## config.mk

```make
export PLATFORM = sky130hd
export DESIGN_NAME = fhr_top
export DESIGN_NICKNAME = d
export VERILOG_FILES = /design/src/design/fhr_pkg.sv /design/src/design/fhr_top.sv
export VERILOG_INCLUDE_DIRS = /design/src /design/src/design
export SDC_FILE = /design/constraint.sdc
export NUM_CORES = 1
export LEC_CHECK = 0
export ABC_AREA = 1
export BUFFER_PORTS_ARGS = -buffer_cell sky130_fd_sc_hd__buf_2
export CORE_MARGIN = 2
export CORE_UTILIZATION = 55
export CTS_BUF_LIST = sky130_fd_sc_hd__clkbuf_16
export DETAILED_ROUTE_END_ITERATION = 12
export PLACE_DENSITY = 0.75
export SYNTH_ARGS = -nofsm -noshare
export SYNTH_HDL_FRONTEND = slang
export SYNTH_SLANG_ARGS = --single-unit
```

## constraint.sdc

```tcl
create_clock -name clk_in -period 3.7 [get_ports clk_in]
set_input_delay 0.555 -clock clk_in [delete_from_list [all_inputs] [get_ports clk_in]]
set_output_delay 0.555 -clock clk_in [all_outputs]
set_load 0.02 [all_outputs]
```

## src/design/fhr_defines.svh

```systemverilog
// Offsets, field positions and timing constants of the floppy host register block.
`ifndef FHR_DEFINES_SVH
`define FHR_DEFINES_SVH
`define FHR_IDX_DOC 3'h2
`define FHR_IDX_TAPE 3'h3
`define FHR_IDX_MSR 3'h4
`define FHR_IDX_DATA 3'h5
`define FHR_IDX_ST0 3'h6
`define FHR_IDX_CFG 3'h7
`define FHR_DOC_RESET 2
`define FHR_DOC_GATE 3
`define FHR_DOC_MOTOR_A 4
`define FHR_DOC_MOTOR_B 5
`define FHR_DRS_SOFT 7
`define FHR_DRS_POWER 6
`define FHR_CFG_THREE 0
`define FHR_CFG_PIO 3
`define FHR_CFG_FM 4
`define FHR_OP_SETUP 5'h13
`define FHR_OP_RECAL 5'h07
`define FHR_OP_SEEK 5'h0f
`define FHR_OP_SENSE 5'h08
`define FHR_OP_READ 5'h06
`define FHR_OP_WRITE 5'h05
`define FHR_TC_NORMAL 2'h0
`define FHR_TC_ABNORMAL 2'h1
`define FHR_TC_INVALID 2'h2
`define FHR_MAX_STEPS 7'h4d
`define FHR_RATE_FAST 2'h3
`define FHR_STEP_US 3000
`define FHR_CLK_MHZ 125
`define FHR_STEP_CYCLES (`FHR_STEP_US * `FHR_CLK_MHZ)
`define FHR_RES_LEN_XFER 3'h7
`define FHR_RES_LEN_SENSE 3'h2
`define FHR_RES_LEN_ONE 3'h1
`endif

```

## src/design/fhr_pkg.sv

```systemverilog
// Types shared by the floppy host register block.
package fhr_pkg;
  typedef enum logic [2:0] {
    FHR_ST_CMD = 3'h1,
    FHR_ST_EXEC = 3'h2,
    FHR_ST_RES = 3'h4
  } fhr_state_t;
  typedef enum logic [1:0] {
    FHR_MODE_A = 2'h0,
    FHR_MODE_B = 2'h1,
    FHR_MODE_C = 2'h2
  } fhr_mode_t;
endpackage

```

## src/design/fhr_top.sv

```systemverilog
// Floppy controller host registers with command engine on a classic Wishbone slave.
`timescale 1ns/1ps
`include "fhr_defines.svh"
module fhr_top
  import fhr_pkg::*;
#(
  parameter int unsigned STEP_CYCLES = `FHR_STEP_CYCLES,
  parameter logic [7:0] CFG_RESET = 8'h00
) (
  input wire logic clk_in,
  input wire logic resetn_in,
  input wire logic wb_cyc_in,
  input wire logic wb_stb_in,
  input wire logic wb_we_in,
  input wire logic [4:0] wb_adr_in,
  input wire logic [3:0] wb_sel_in,
  input wire logic [31:0] wb_dat_in,
  output logic [31:0] wb_dat_out,
  output logic wb_ack_out,
  input wire logic track_zero_in_n,
  input wire logic drive_fault_in,
  input wire logic drive_ready_in,
  input wire logic xfer_done_in,
  output logic motor_a_out_n,
  output logic step_out_n,
  output logic dir_out,
  output logic irq_out,
  output logic dma_enable_out,
  output logic low_power_out,
  output logic [1:0] rate_select_out,
  output logic fm_mode_out,
  output logic rate_illegal_out
);

  function automatic logic [3:0] fhr_cmd_len(input logic [4:0] op);
    case (op)
      `FHR_OP_SETUP: fhr_cmd_len = 4'h4;
      `FHR_OP_RECAL: fhr_cmd_len = 4'h2;
      `FHR_OP_SEEK: fhr_cmd_len = 4'h3;
      `FHR_OP_READ, `FHR_OP_WRITE: fhr_cmd_len = 4'h9;
      default: fhr_cmd_len = 4'h1;
    endcase
  endfunction

  function automatic logic [7:0] fhr_st0(input logic [1:0] tc, input logic seek_done,
    input logic equipment_fault, input logic drive_not_ready, input logic [2:0] head_unit);
    fhr_st0 = {tc, seek_done, equipment_fault, drive_not_ready, head_unit};
  endfunction

  // Drive pins arrive from outside and pass two flip-flops first.
  logic [3:0] pin_meta;
  logic [3:0] pin_sync;
  logic motor_a_on;
  logic motor_b_on;
  logic dma_irq_gate;
  logic doc_reset;
  logic [1:0] tape_unit_pick;
  logic soft_restart;
  logic low_power_req;
  logic [1:0] rate_select;
  logic [7:0] cfg;
  fhr_state_t state;
  logic [3:0] cmd_cnt;
  logic [7:0] cmd_buf [0:8];
  logic [7:0] res_buf [0:6];
  logic [2:0] res_len;
  logic [2:0] res_idx;
  logic command_active;
  logic unit0_seeking;
  logic seek_pend;
  logic irq_pend;
  logic fifo_en;
  logic [7:0] seek_st0;
  logic [7:0] st0_last;
  logic [7:0] pcn;
  logic [6:0] step_cnt;
  logic [23:0] step_div;

  wire track_zero = !pin_sync[3];
  wire drive_fault = pin_sync[2];
  wire drive_ready = pin_sync[1];
  wire xfer_done = pin_sync[0];
  wire acc = wb_cyc_in && wb_stb_in && wb_ack_out;
  wire wr = acc && wb_we_in && wb_sel_in[0];
  wire rd = acc && !wb_we_in;
  wire [2:0] idx = wb_adr_in[4:2];
  wire doc_wr = wr && idx == `FHR_IDX_DOC;
  wire tape_wr = wr && idx == `FHR_IDX_TAPE;
  wire drs_wr = wr && idx == `FHR_IDX_MSR;
  wire cfg_wr = wr && idx == `FHR_IDX_CFG;
  wire data_wr = wr && idx == `FHR_IDX_DATA;
  wire data_rd = rd && idx == `FHR_IDX_DATA;
  wire ctrl_rst = !resetn_in || !doc_reset || soft_restart;
  wire three_mode = cfg[`FHR_CFG_THREE];
  wire [1:0] cfg_mode = cfg[2:1];
  wire pio_mode = cfg[`FHR_CFG_PIO];
  wire [1:0] drive_type_code = cfg[6:5];
  wire mode_b = cfg_mode == FHR_MODE_B;
  wire gate_eff = mode_b || dma_irq_gate;
  wire host_xfer_ready = !ctrl_rst && (state == FHR_ST_CMD || state == FHR_ST_RES);
  wire xfer_direction = state == FHR_ST_RES;
  wire [7:0] msr = {host_xfer_ready, xfer_direction, pio_mode, command_active,
                    3'h0, unit0_seeking};
  wire [7:0] doc_rd = {2'h0, motor_b_on, motor_a_on, dma_irq_gate && !mode_b, doc_reset, 2'h3};
  wire [1:0] tape_hi = three_mode ? drive_type_code : 2'h3;
  wire [1:0] tape_mid = three_mode ? 2'h0 : 2'h3;
  wire [7:0] tape_rd = {2'h0, tape_hi, tape_mid, tape_unit_pick};
  wire [7:0] data_out = host_xfer_ready && xfer_direction ? res_buf[res_idx] : 8'h00;
  wire [4:0] op = cmd_buf[0][4:0];
  wire [4:0] cur_op = cmd_cnt == 4'h0 ? wb_dat_in[4:0] : op;
  wire byte_last = cmd_cnt + 4'h1 == fhr_cmd_len(cur_op);
  wire [2:0] head_unit = {cmd_buf[1][2], cmd_buf[1][1:0]};
  wire is_seek = op == `FHR_OP_RECAL || op == `FHR_OP_SEEK;
  wire step_tick = step_div == 24'(STEP_CYCLES - 1);
  wire recal_end = op == `FHR_OP_RECAL && (track_zero || step_cnt == `FHR_MAX_STEPS);
  wire seek_end = op == `FHR_OP_SEEK && pcn == cmd_buf[2];
  wire step_fire = state == FHR_ST_EXEC && is_seek && step_tick && !recal_end && !seek_end;
  wire step_dir = op == `FHR_OP_SEEK && cmd_buf[2] > pcn;
  wire rate_illegal = cfg[`FHR_CFG_FM] && rate_select == `FHR_RATE_FAST;
  wire xfer_stop = xfer_done || drive_fault || !drive_ready;
  wire [1:0] xfer_tc = xfer_done && drive_ready && !drive_fault ? `FHR_TC_NORMAL
                                                                 : `FHR_TC_ABNORMAL;
  wire [7:0] xfer_st0 = fhr_st0(xfer_tc, 1'b0, drive_fault, !drive_ready, head_unit);
  wire recal_fail = op == `FHR_OP_RECAL && !track_zero;
  wire [7:0] end_st0 = fhr_st0(recal_fail ? `FHR_TC_ABNORMAL : `FHR_TC_NORMAL, 1'b1,
                               recal_fail || drive_fault, !drive_ready, head_unit);
  wire [7:0] bad_st0 = fhr_st0(`FHR_TC_INVALID, 1'b0, 1'b0, 1'b0, 3'h0);
  wire [7:0] rd_mux = idx == `FHR_IDX_DOC ? doc_rd :
                      idx == `FHR_IDX_TAPE ? tape_rd :
                      idx == `FHR_IDX_MSR ? msr :
                      idx == `FHR_IDX_DATA ? data_out :
                      idx == `FHR_IDX_ST0 ? st0_last :
                      idx == `FHR_IDX_CFG ? {rate_illegal, cfg[6:0]} : 8'h00;

  always_ff @(posedge clk_in) begin
    if (!resetn_in) begin
      pin_meta <= 4'h8;
      pin_sync <= 4'h8;
    end else begin
      pin_meta <= {track_zero_in_n, drive_fault_in, drive_ready_in, xfer_done_in};
      pin_sync <= pin_meta;
    end
  end

  // The slave answers one cycle after the request; accesses act on the ack edge.
  always_ff @(posedge clk_in) begin
    if (!resetn_in) begin
      wb_ack_out <= 1'b0;
      wb_dat_out <= 32'h0000_0000;
    end else begin
      wb_ack_out <= wb_cyc_in && wb_stb_in && !wb_ack_out;
      wb_dat_out <= {24'h00_0000, rd_mux};
    end
  end

  always_ff @(posedge clk_in) begin
    if (!resetn_in) begin
      motor_a_on <= 1'b0;
      motor_b_on <= 1'b0;
      dma_irq_gate <= 1'b0;
      doc_reset <= 1'b0;
      tape_unit_pick <= 2'h0;
      low_power_req <= 1'b0;
      rate_select <= 2'h0;
      soft_restart <= 1'b0;
      cfg <= CFG_RESET;
    end else begin
      if (doc_wr) begin
        motor_a_on <= wb_dat_in[`FHR_DOC_MOTOR_A];
        motor_b_on <= wb_dat_in[`FHR_DOC_MOTOR_B];
        dma_irq_gate <= wb_dat_in[`FHR_DOC_GATE];
        doc_reset <= wb_dat_in[`FHR_DOC_RESET];
      end
      if (tape_wr) begin
        tape_unit_pick <= wb_dat_in[1:0];
      end
      if (drs_wr) begin
        low_power_req <= wb_dat_in[`FHR_DRS_POWER];
        rate_select <= wb_dat_in[1:0];
      end
      // A fresh write wins over the self clear, so a restart is never lost.
      soft_restart <= drs_wr && wb_dat_in[`FHR_DRS_SOFT];
      if (cfg_wr) begin
        cfg <= {1'b0, wb_dat_in[6:0]};
      end
    end
  end

  always_ff @(posedge clk_in) begin
    if (!resetn_in) begin
      motor_a_out_n <= 1'b1;
      step_out_n <= 1'b1;
      dir_out <= 1'b0;
      irq_out <= 1'b0;
      dma_enable_out <= 1'b0;
      low_power_out <= 1'b0;
      rate_select_out <= 2'h0;
      fm_mode_out <= 1'b0;
      rate_illegal_out <= 1'b0;
    end else begin
      motor_a_out_n <= !motor_a_on;
      step_out_n <= !step_fire;
      dir_out <= step_dir;
      irq_out <= irq_pend && gate_eff;
      dma_enable_out <= gate_eff && !pio_mode && fifo_en;
      low_power_out <= low_power_req;
      rate_select_out <= rate_select;
      fm_mode_out <= cfg[`FHR_CFG_FM];
      rate_illegal_out <= rate_illegal;
    end
  end

  always_ff @(posedge clk_in) begin
    if (!resetn_in || state != FHR_ST_EXEC || !is_seek || step_tick) begin
      step_div <= 24'h00_0000;
    end else begin
      step_div <= step_div + 24'h00_0001;
    end
  end

  // Command engine: command bytes in, execution, then result bytes out, except after setup, recalibrate and seek.
  always_ff @(posedge clk_in) begin
    if (ctrl_rst) begin
      state <= FHR_ST_CMD;
      cmd_cnt <= 4'h0;
      res_idx <= 3'h0;
      res_len <= 3'h0;
      command_active <= 1'b0;
      unit0_seeking <= 1'b0;
      seek_pend <= 1'b0;
      irq_pend <= 1'b0;
      fifo_en <= 1'b0;
      seek_st0 <= 8'h00;
      st0_last <= 8'h00;
      pcn <= 8'h00;
      step_cnt <= 7'h00;
    end else begin
      case (state)
        FHR_ST_CMD: begin
          if (data_wr) begin
            cmd_buf[cmd_cnt] <= wb_dat_in[7:0];
            cmd_cnt <= byte_last ? 4'h0 : cmd_cnt + 4'h1;
            if (cmd_cnt == 4'h0) begin
              irq_pend <= 1'b0;
              command_active <= cur_op == `FHR_OP_READ || cur_op == `FHR_OP_WRITE;
            end
            if (byte_last) begin
              state <= FHR_ST_EXEC;
              step_cnt <= 7'h00;
            end
          end
        end
        FHR_ST_EXEC: begin
          case (op)
            `FHR_OP_SETUP: begin
              fifo_en <= 1'b1;
              state <= FHR_ST_CMD;
            end
            `FHR_OP_RECAL, `FHR_OP_SEEK: begin
              unit0_seeking <= 1'b1;
              if (step_tick && (recal_end || seek_end)) begin
                unit0_seeking <= 1'b0;
                seek_pend <= 1'b1;
                irq_pend <= 1'b1;
                seek_st0 <= end_st0;
                st0_last <= end_st0;
                pcn <= recal_fail ? pcn : (op == `FHR_OP_RECAL ? 8'h00 : pcn);
                state <= FHR_ST_CMD;
              end else if (step_fire) begin
                step_cnt <= step_cnt + 7'h01;
                pcn <= op == `FHR_OP_RECAL ? pcn : (step_dir ? pcn + 8'h01 : pcn - 8'h01);
              end
            end
            `FHR_OP_SENSE: begin
              res_buf[0] <= seek_pend ? seek_st0 : bad_st0;
              res_buf[1] <= pcn;
              res_len <= seek_pend ? `FHR_RES_LEN_SENSE : `FHR_RES_LEN_ONE;
              st0_last <= seek_pend ? seek_st0 : bad_st0;
              seek_pend <= 1'b0;
              state <= FHR_ST_RES;
            end
            `FHR_OP_READ, `FHR_OP_WRITE: begin
              if (xfer_stop) begin
                res_buf[0] <= xfer_st0;
                res_buf[1] <= 8'h00;
                res_buf[2] <= 8'h00;
                res_buf[3] <= cmd_buf[2];
                res_buf[4] <= cmd_buf[3];
                res_buf[5] <= cmd_buf[4];
                res_buf[6] <= cmd_buf[5];
                res_len <= `FHR_RES_LEN_XFER;
                st0_last <= xfer_st0;
                irq_pend <= 1'b1;
                state <= FHR_ST_RES;
              end
            end
            default: begin
              res_buf[0] <= bad_st0;
              res_len <= `FHR_RES_LEN_ONE;
              st0_last <= bad_st0;
              state <= FHR_ST_RES;
            end
          endcase
        end
        FHR_ST_RES: begin
          if (data_rd) begin
            irq_pend <= 1'b0;
            if (res_idx + 3'h1 == res_len) begin
              res_idx <= 3'h0;
              command_active <= 1'b0;
              state <= FHR_ST_CMD;
            end else begin
              res_idx <= res_idx + 3'h1;
            end
          end
        end
        default: state <= FHR_ST_CMD;
      endcase
    end
  end

  motor_pin_a: assert property (@(posedge clk_in) disable iff (!resetn_in)
    $rose(motor_a_on) |=> !motor_a_out_n) else $error("motor pin did not follow bit");
  gate_off_a: assert property (@(posedge clk_in) disable iff (!resetn_in)
    (!mode_b && !dma_irq_gate) |=> (!irq_out && !dma_enable_out))
    else $error("gating off but outputs on");
  mode_b_irq_a: assert property (@(posedge clk_in) disable iff (!resetn_in)
    (mode_b && irq_pend) |=> irq_out) else $error("mode b interrupt blocked");
  reset_hold_a: assert property (@(posedge clk_in) disable iff (!resetn_in)
    (!doc_reset ##1 !doc_reset) |-> (state == FHR_ST_CMD && !msr[7]))
    else $error("controller left reset");
  tape_field_a: assert property (@(posedge clk_in) disable iff (!resetn_in)
    three_mode |-> (tape_rd[7:2] == {2'h0, drive_type_code, 2'h0}))
    else $error("tape field wrong in three mode");
  soft_clear_a: assert property (@(posedge clk_in) disable iff (!resetn_in)
    (soft_restart && !drs_wr) |=> (!soft_restart && state == FHR_ST_CMD))
    else $error("soft restart stuck");
  cmd_to_exec_a: assert property (@(posedge clk_in) disable iff (!resetn_in)
    (!ctrl_rst && state == FHR_ST_CMD && data_wr && byte_last) |=> state == FHR_ST_EXEC)
    else $error("last byte did not start execution");
  result_dir_a: assert property (@(posedge clk_in) disable iff (!resetn_in)
    (state == FHR_ST_RES && !ctrl_rst) |-> (msr[7:6] == 2'h3))
    else $error("result phase direction wrong");
  step_limit_a: assert property (@(posedge clk_in) disable iff (!resetn_in)
    (!ctrl_rst && state == FHR_ST_EXEC && op == `FHR_OP_RECAL && step_tick
     && step_cnt == `FHR_MAX_STEPS && !track_zero) |=> seek_st0[4])
    else $error("step limit fault missing");
  busy_a: assert property (@(posedge clk_in) disable iff (!resetn_in)
    (!ctrl_rst && state == FHR_ST_CMD && data_wr && cmd_cnt == 4'h0
     && wb_dat_in[4:0] == `FHR_OP_READ) |=> msr[4])
    else $error("busy not set for read");

endmodule

```

==> results of run 1 <==
-- per-layer routing --
| metal | vias up | share of wire, % | global-route usage, % |
|---|---|---|---|
| met4 | 0 | 1.6 | 5.556 |
| met5 | - | 0 | 0 |
| li1 | 3805 | - | - |
| met2 | 312 | 47 | 39.67 |
| met1 | 3574 | 43 | 33.49 |
| met3 | 27 | 8.4 | 4.586 |
-- Yosys cell counts, drive strengths merged --
library cell	instances
nor2	164
clkbuf	14
nand3	48
a41o	1
o211a	1
fa	1
edfxtp	88
or2	8
nor3b	1
a21oi	70
o211ai	11
nand4	22
o221ai	2
a31oi	3
conb	1
ha	22
nand3b	7
a21boi	1
nor4	11
a211oi	17
o21ai	64
a22oi	3
a41oi	1
o31ai	7
a221oi	4
o2bb2ai	3
nor3	22
o22ai	10
xor2	7
inv	164
nand2	186
xnor2	5
and3	1
buf	35
dfxtp	119
-- registers in the layout, summed over array words and instances, names as in the netlist, 3 cells and up, named ones only --
register / flops
state: 3
pcn: 8
pin_meta: 4
res_len: 3
st0_last: 8
step_div: 24
step_cnt: 7
wb_dat_out: 8
cmd_buf: 40
cmd_cnt: 4
res_buf: 48
pin_sync: 4
res_idx: 3
cfg: 7
seek_st0: 7
-- path summary, 6_finish.rpt --
path / slack, ps / cells past startpoint / end
worst max register to register: 380 / 17 / pcn[5]
worst min-delay path: 250 / 3 / pin_meta[1]
worst max-delay path: 380 / 17 / pcn[5]
worst min register to register: 410 / 1 / motor_a_out_n
-- critical path: stages, from the launching register on --
cell,delay [ps]
dfxtp_1,390
inv_1,100
ha_1,300
inv_1,50
nor2_1,120
nor2_1,50
o21ai_0,200
nand3_1,120
o211ai_1,130
nand3_1,350
ha_1,460
a21oi_1,140
nand2_1,110
a21oi_1,140
o21ai_0,110
or2_2,290
nand3_1,70
a21oi_1,60
-- per-stage QoR --
stage	std cells	utilization, %	cell area (um^2)
after detailed placement	1374	57.99	9996
after global placement	1374	57.99	9996
after floorplan	1147	-	9726
final	1414	61.77	10650
after CTS	1414	61.77	10650
after global routing	1414	61.77	10650
-- cell type report --
type / instances / area, um^2 / share of cell area (%)
clock buffer: 22 / 550.5 / 5.171
sequential: 207 / 5025 / 47.20
multi-input combinational: 727 / 3789 / 35.59
inverter: 164 / 615.6 / 5.782
tap: 225 / 281.5 / 2.644
timing repair buffer: 51 / 285.3 / 2.680
clock inverter: 18 / 100.1 / 0.9402
-- kinds of logic after synthesis --
| family | count (synthesis) | synth area share [%] |
|---|---|---|
| AND/OR/NAND/NOR | 470 | 21.82 |
| buffers and inverters | 213 | 9.489 |
| flip-flops | 207 | 52.13 |
| AO/OA/AOI/OAI | 198 | 12.37 |
| adder cells (fa/ha/maj) | 23 | 3.063 |
| XOR/XNOR | 12 | 1.090 |
| other | 1 | 0.03890 |
-- power by group --
group / internal [mW] / leakage (nW) / switching [mW] / total, mW
sequential: 2.38 / 1.76 / 0.00349 / 2.38
clock: 1.09 / 0.343 / 0.880 / 1.97
combinational: 0.0270 / 2.15 / 0.0864 / 0.113
==> metrics.md, run 1 <==
| Metric | Value |
|---|---|
| Status | `complete, no violations` |
| Arr. time, crit path | `3690 ps` |
| Hold crit path type | `in -> reg` |
| IO Count | `93` |
| Most frequent cells in the layout | `nand2_1, inv_1, nor2_1` |
| CP Capture Type | `register` |
| Hpwl dp | `16240 um` |
| Root Buffer | `clkbuf_16` |
| Final setup viols | `0` |
| Hold-fix buffers at CTS | `0` |
| Vias | `7718` |
| Worst setup SP type | `register` |
| CTS tree | `done` |
| Top cell type's share of synthesized area | `27.41%` |
| Mapped Cells | `1124` |
| Slew Limit Fails | `0` |
| CP Max Fanout | `9` |
| RSZ-0062 raised after global routing | `no` |
| Crit. Startpoint | `pcn[1]` |
| Post-detailed-routing wire length | `22300 um` |
| Synth area leader | `edfxtp_1` |
| Die area | `0.01860 mm^2` |
| Worst Tran Pin Value | `869.4 ps` |
| Syn Area/Cell | `8.576 um^2` |
| Setup TNS | `0 ps` |
| Residual DRC | `0` |
| CTS H-tree depth | `1` |
| Period minus WS final | `3316 ps` |
| PwrDens | `419.1 mW/mm^2` |
| Clock Skews | `24.86 ps` |
| Initial DRC count | `676` |
| Final hold vios | `0` |
| Total gr overflow | `0` |
| Filler cells | `1432` |
| Row count | `48` |
| Most common cell after layout, fill and taps aside | `nand2_1` |
| Max transition margin | `41.82%` |
| Number of global-route vias before repair | `7041` |
| Tcrit/Tclk final | `89.62%` |
| Core footprint | `0.01724 mm^2` |
| Hold Slack | `250.3 ps` |
| Cell variety after synth | `51` |
| ANT nets after route | `0` |
| Part of the Yosys area used for sequential elements | `52.13%` |
| Vias per std cell | `5.458` |
| CTS resizes | `0` |
| Critical Path RT | `4070 ps` |
| All-Layer GR Usage | `24.22%` |
| Setup ws final | `383.9 ps` |
| Die width | `136.4 um` |
| Number of synthesized register bits | `207` |
| Overall power | `4.462 mW` |
| Place WS | `397.7 ps` |
| Fmax | `301.6 MHz` |
| Initial Util | `55.92%` |
| Leakage | `4.252 nW` |
| Final net count | `1246` |
| Max-cap viol count | `0` |
| Pin count of the biggest net entering global routing | `30` |
| Clock buffer count from CTS | `22` |
| Antenna diodes | `0` |
| Hold path start | `drive_ready_in` |
| Syn-to-layout area delta | `10.45%` |
| Initial antenna violation count | `0` |
| CTS Buffer Depth | `3` |
| Die Y | `136.4 um` |
| Routability congestion estimate | `0.8922` |
| Critical path class | `reg -> reg` |
| Share of cells above drive strength 1 | `10.34%` |
| DR pass1 iterations | `7` |
| Avg WL per Cell | `15.77 um` |
| Clk sinks | `207` |
| Clock transition at path regs | `60 ps` |
| Ys Warns | `0` |
| Synth Cell Area | `0.009639 mm^2` |
| Max VDD drop | `0.0004073 V` |
| I/O Buffers | `39` |
| Setup Fix Bufs, Post-CTS | `0` |
| First-pass GRT wire length | `35310 um` |
| Top cells by area, synth | `edfxtp_1, dfxtp_1, nand2_1` |
| Skew-Pair Late Insertion Delay | `510 ps` |
| Reg2Reg Launch Point | `pcn[1]` |
Note: power is estimated with default switching activity, not from simulation.
==> inputs of run 2 (changes only) <==
--- a/config.mk
+++ b/config.mk
@@ -9,10 +9,10 @@
 export ABC_AREA = 1
 export BUFFER_PORTS_ARGS = -buffer_cell sky130_fd_sc_hd__buf_2
 export CORE_MARGIN = 2
-export CORE_UTILIZATION = 55
+export CORE_UTILIZATION = 26
 export CTS_BUF_LIST = sky130_fd_sc_hd__clkbuf_16
 export DETAILED_ROUTE_END_ITERATION = 12
-export PLACE_DENSITY = 0.75
+export PLACE_DENSITY_LB_ADDON = 0.05
 export SYNTH_ARGS = -nofsm -noshare
 export SYNTH_HDL_FRONTEND = slang
 export SYNTH_SLANG_ARGS = --single-unit
==> metrics.md, run 2 (synthesis gave the netlist of run 1 again) <==
| Metric | Value |
|---|---|
| Status | `complete, no violations` |
| Most Used Layer, Global Route | `met2` |
| Pint | `3.674 mW` |
| CTS Buffer Depth | `3` |
| Final setup viols | `0` |
| Worst path depth | `19` |
| Met1 usage | `21.79%` |
| Top Registers | `res_buf: 48 flops, cmd_buf: 40 flops, step_div: 24 flops` |
| R2R setup slack | `540 ps` |
| Critical Path RT | `4120 ps` |
| Arr. time, crit path | `3580 ps` |
| Die width | `196.5 um` |
| Syn-to-layout area delta | `15.52%` |
| Hold Slack | `192.9 ps` |
| Max-cap viol count | `0` |
| ANT nets after route | `0` |
| WP buf/inv | `4` |
| Root Buffer | `clkbuf_16` |
| Most common cell after layout, fill and taps aside | `nand2_1` |
| Final net count | `1259` |
| Row count | `70` |
| CP Max Fanout | `6` |
| Share of cells above drive strength 1 | `11.44%` |
| CTS resizes | `0` |
| Filler cells | `3935` |
| Max VDD drop | `0.0003169 V` |
| Most frequent cells in the layout | `nand2_1, inv_1, nor2_1` |
| IO Count | `93` |
| Die Y | `196.5 um` |
| Top reg by flops | `res_buf` |
| Residual DRC | `0` |
| Max reg flops | `48` |
| Leakage | `4.364 nW` |
| Tcrit/Tclk final | `85.41%` |
| Vias | `7579` |
| Slowest cell on the critical path | `fa_1` |
| Clock buffer count from CTS | `26` |
| R2r endpoint | `pcn[6]` |
| Clock Skews | `22.95 ps` |
| All-Layer GR Usage | `15.26%` |
| Hold-fix buffers at CTS | `0` |
| Setup Fix Bufs, Post-CTS | `0` |
| Power share of the sequential group | `49.7%` |
| Fmax | `316.4 MHz` |
| CP delay by family, top | `compound AO/OA/AOI/OAI gates` |
| DR pass1 iterations | `4` |
| Post-detailed-routing wire length | `29060 um` |
| Initial antenna violation count | `0` |
| Worst setup SP type | `register` |
| CTS tree | `done` |
| Hold crit path type | `in -> reg` |
| PwrDens | `429.8 mW/mm^2` |
| Switching Share | `23.24%` |
| Cell Area, Placed | `0.01038 mm^2` |
| Crit. Startpoint | `pcn[1]` |
| Comb power frac | `2.6%` |
| CTS H-tree depth | `1` |
| Worst Tran Pin Value | `924.9 ps` |
| Setup TNS | `0 ps` |
| GR met2 Demand/Resource | `24.84%` |
| Antenna diodes | `0` |
| Reg2Reg Launch Point | `pcn[1]` |
| CP max stage delay | `400 ps` |
| Hpwl dp | `21290 um` |
| Avg WL per Cell | `17.36 um` |
| Clock power frac | `47.7%` |
| Pin count of the biggest net entering global routing | `31` |
| Final hold vios | `0` |
| CP Capture Point | `pcn[6]` |
| Design area | `0.01114 mm^2` |
| Critical path class | `reg -> reg` |
| Worst path cell trace | `inv_1, ha_1, inv_1, nor2_1, nor2_1, o21ai_0, nand3_1, o211ai_1, nand3_1, buf_4, inv_1, fa_1, o21ai_0, nand2_1, nand2_1, a21oi_1, xnor2_1, a21oi_1, nor2_1` |
| First-pass GRT wire length | `45110 um` |
| Vias per std cell | `4.527` |
| Period minus WS final | `3160 ps` |
| Met3 Use GR | `1.762%` |
| Number of global-route vias before repair | `7484` |
| Initial Util | `26.39%` |
| Switching power total | `1.113 mW` |
| Skew-Pair Late Insertion Delay | `540 ps` |
| Total gr overflow | `0` |
| Initial DRC count | `431` |
| Clock transition at path regs | `60 ps` |
| Routability congestion estimate | `0.7638` |
| R2R cell count | `19` |
| Clk sinks | `207` |
| Slew Limit Fails | `0` |
| CP Capture Type | `register` |
| Core footprint | `0.03652 mm^2` |
| Max transition margin | `37.86%` |
| Die area | `0.03863 mm^2` |
| I/O Buffers | `39` |
| RSZ-0062 raised after global routing | `no` |
==> run 2: changes by cell type in the layout (fill, tap and decap cells not counted), sizes merged <==
cell and change:
clkbuf +4, buf +9, clkinv -3, inv +6, clkinvlp +1
==> run 2: metal layers <==
layer  vias to the layer above  part of all wire (%)
met3                        34                   2.9
met2                        93                    45
met4                         0                   1.7
li1                       3837                     -
met5                         -                     0
met1                      3615                    51
==> run 2: stage by stage <==
stage | util, % | total power, mW | worst slack [ps] | std cells
finish | 30.49 | 4.786 | 539.9 | 1674
global route | 30.49 | 4.987 | 103.2 | 1674
CTS | 30.49 | 4.873 | 507.6 | 1674
detailed placement | 28.42 | 2.555 | 524.2 | 1626
global placement | 28.42 | 2.555 | 545.1 | 1626
floorplan | - | 2.516 | 390.8 | 1147
==> run 2: cell type report <==
type                       instances  area [um^2]  area share [%]
sequential                       207         5025           45.12
multi-input combinational        727         3801           34.13
clock buffer                      26        650.6           5.843
inverter                         164        615.6           5.528
tap                              468        585.6           5.258
timing repair buffer              60        352.8           3.169
clock inverter                    22        105.1          0.9438
==> run 2: worst register-to-register path: stages (launching register included) <==
cell	delay [ps]
dfxtp_1	390
inv_1	120
ha_1	320
inv_1	60
nor2_1	30
nor2_1	70
o21ai_0	120
nand3_1	100
o211ai_1	110
nand3_1	190
buf_4	190
inv_1	60
fa_1	400
o21ai_0	340
nand2_1	100
nand2_1	70
a21oi_1	70
xnor2_1	120
a21oi_1	150
nor2_1	50
==> run 2: power by group through the flow <==
stage	logic (mW)	registers, mW	clock network, mW
floorplan	0.0829	2.43	0
global placement	0.125	2.43	0
detailed placement	0.125	2.43	0
CTS	0.126	2.38	2.37
global route	0.137	2.38	2.47
finish	0.123	2.38	2.28
==> run 2: worst min-delay path by stage <==
stage | startpoint | cells after the start | slack (ps) | end
2_1_floorplan | motor_a_on | 1 | 370 | motor_a_out_n
3_3_place_gp | motor_a_on | 1 | 400 | motor_a_out_n
3_5_place_dp | motor_a_on | 1 | 390 | motor_a_out_n
4_1_cts | drive_fault_in | 3 | 170 | pin_meta[2]
5_1_grt | drive_fault_in | 3 | 180 | pin_meta[2]
6_report | drive_fault_in | 3 | 190 | pin_meta[2]
==> inputs of run 3 (changes only) <==
--- a/config.mk
+++ b/config.mk
@@ -8,6 +8,8 @@
 export LEC_CHECK = 0
 export ABC_AREA = 1
 export BUFFER_PORTS_ARGS = -buffer_cell sky130_fd_sc_hd__buf_2
+export CELL_PAD_IN_SITES_DETAIL_PLACEMENT = 2
+export CELL_PAD_IN_SITES_GLOBAL_PLACEMENT = 2
 export CORE_MARGIN = 2
 export CORE_UTILIZATION = 26
 export CTS_BUF_LIST = sky130_fd_sc_hd__clkbuf_16
==> metrics.md, run 3 (synthesis gave the netlist of run 1 again) <==
| Metric | Value |
|---|---|
| Status | `complete, no violations` |
| Tcrit/Tclk final | `88.16%` |
| CTS resizes | `0` |
| IO Count | `93` |
| Share of cells above drive strength 1 | `12.79%` |
| Top reg by flops | `res_buf` |
| Max reg flops | `48` |
| WHS Path Cells | `3` |
| Antenna diodes | `0` |
| ANT nets after route | `0` |
| Overall power | `5.379 mW` |
| Post-detailed-routing wire length | `32480 um` |
| Arr. time, crit path | `3680 ps` |
| Skew-Pair Late Insertion Delay | `570 ps` |
| Core footprint | `0.03652 mm^2` |
| Period minus WS final | `3262 ps` |
| Switching Share | `22.48%` |
| Clock transition at path regs | `60 ps` |
| Initial Util | `26.39%` |
| Clock power frac | `53.3%` |
| I/O Buffers | `39` |
| R2R cell count | `17` |
| Setup ws final | `437.9 ps` |
| Final net count | `1264` |
| Clock Skews | `21.39 ps` |
| Final hold vios | `0` |
| Top Registers | `res_buf: 48 flops, cmd_buf: 40 flops, step_div: 24 flops` |
| Die area | `0.03863 mm^2` |
| Worst setup SP type | `register` |
| Most common cell after layout, fill and taps aside | `nand2_1` |
| Max transition margin | `53.94%` |
| Critical Path RT | `4120 ps` |
| CP Capture Type | `register` |
| Initial DRC count | `335` |
| Hold crit path type | `in -> reg` |
| Syn-to-layout area delta | `18.07%` |
| Fmax | `306.6 MHz` |
| Number of global-route vias before repair | `8344` |
| CP Max Fanout | `5` |
| Routability congestion estimate | `0.7606` |
| RSZ-0062 raised after global routing | `no` |
| Slew Limit Fails | `0` |
| Hold-fix buffers at CTS | `0` |
| Max VDD drop | `0.0002869 V` |
| PwrDens | `472.6 mW/mm^2` |
| CTS tree | `done` |
| Leakage | `4.432 nW` |
| Pin count of the biggest net entering global routing | `31` |
| Switching power total | `1.209 mW` |
| Setup Fix Bufs, Post-CTS | `0` |
| Die width | `196.5 um` |
| First-pass GRT wire length | `50130 um` |
| Comb power frac | `2.4%` |
| Pint | `4.169 mW` |
| Vias per std cell | `4.652` |
| DR pass1 iterations | `4` |
| Clk sinks | `207` |
| Fin util | `31.16%` |
| Worst path cell trace | `inv_1, ha_1, inv_1, nor2_1, nor2_1, o21ai_0, nand3_1, o211ai_1, nand3_1, ha_1, a21oi_1, nand2_1, a21oi_1, o21ai_0, or2_2, nand3_1, a21oi_1` |
| Hpwl dp | `24460 um` |
| Avg WL per Cell | `19.33 um` |
| Setup TNS | `0 ps` |
| Most frequent cells in the layout | `nand2_1, inv_1, nor2_1` |
| All-Layer GR Usage | `17.17%` |
| Initial antenna violation count | `2` |
| Place WS | `435.2 ps` |
| Clock buffer count from CTS | `27` |
| Slowest cell on the critical path | `ha_1` |
| Critical path class | `reg -> reg` |
| Worst Tran Pin Value | `685.7 ps` |
| Root Buffer | `clkbuf_16` |
| CTS H-tree depth | `1` |
| Power share of the sequential group | `44.3%` |
| Vias | `7816` |
| Residual DRC | `0` |
| Max-cap viol count | `0` |
| Die Y | `196.5 um` |
| Row count | `70` |
| Final setup viols | `0` |
| CTS Buffer Depth | `3` |
| CP max stage delay | `430 ps` |
| Total gr overflow | `0` |
run 3: final cells by class:
| type | count | area [um^2] |
|---|---|---|
| Clock buffer | 27 | 675.6 |
| Fill cell | 4154 | 25140 |
| Multi-Input combinational cell | 727 | 3801 |
| Timing Repair Buffer | 64 | 382.9 |
| Sequential cell | 207 | 5025 |
| Tap cell | 468 | 585.6 |
| Clock inverter | 23 | 295.3 |
| Inverter | 164 | 615.6 |
run 3: path summary, 6_finish.rpt:
kind	startpoint	slack, ps	end
setup / recovery	pcn[1]	440	pcn[5]
setup reg to reg	pcn[1]	440	pcn[5]
hold / removal	drive_ready_in	170	pin_meta[1]
hold reg to reg	pin_meta[3]	410	pin_sync[3]
run 3: power by group through the flow:
stage | combinational [mW] | sequential (mW) | clock (mW)
after global placement | 0.132 | 2.43 | 0
after detailed placement | 0.132 | 2.43 | 0
after CTS | 0.133 | 2.38 | 2.96
final | 0.130 | 2.38 | 2.87
after global routing | 0.143 | 2.38 | 3.06
after floorplan | 0.0829 | 2.43 | 0
run 3: worst max-delay path, delay by kind of cell, from the launching register on:
| kind | cells | cell delay (ps) |
|---|---|---|
| simple gates | 7 | 1040 |
| buf+inv | 2 | 150 |
| fa+ha+maj | 2 | 730 |
| flops | 1 | 380 |
| compound gates | 6 | 830 |
run 3: layer usage:
layer	track usage [%]	share of wire, %	up-vias
met3	2.190	4.0	35
met5	0	0	-
met1	23.62	47	3855
met2	28.87	47	89
li1	-	-	3837
met4	3.676	1.3	0
run 3: metrics by stage:
| step | cell area (um^2) | hold WS (ps) | instances |
|---|---|---|---|
| 2_1_floorplan | 9726 | 368.2 | 1147 |
| 6_report | 11380 | 172.8 | 1680 |
| 3_5_place_dp | 10410 | 405.1 | 1630 |
| 3_3_place_gp | 10410 | 399.4 | 1630 |
| 4_1_cts | 11380 | 145.2 | 1680 |
| 5_1_grt | 11380 | 173.2 | 1680 |
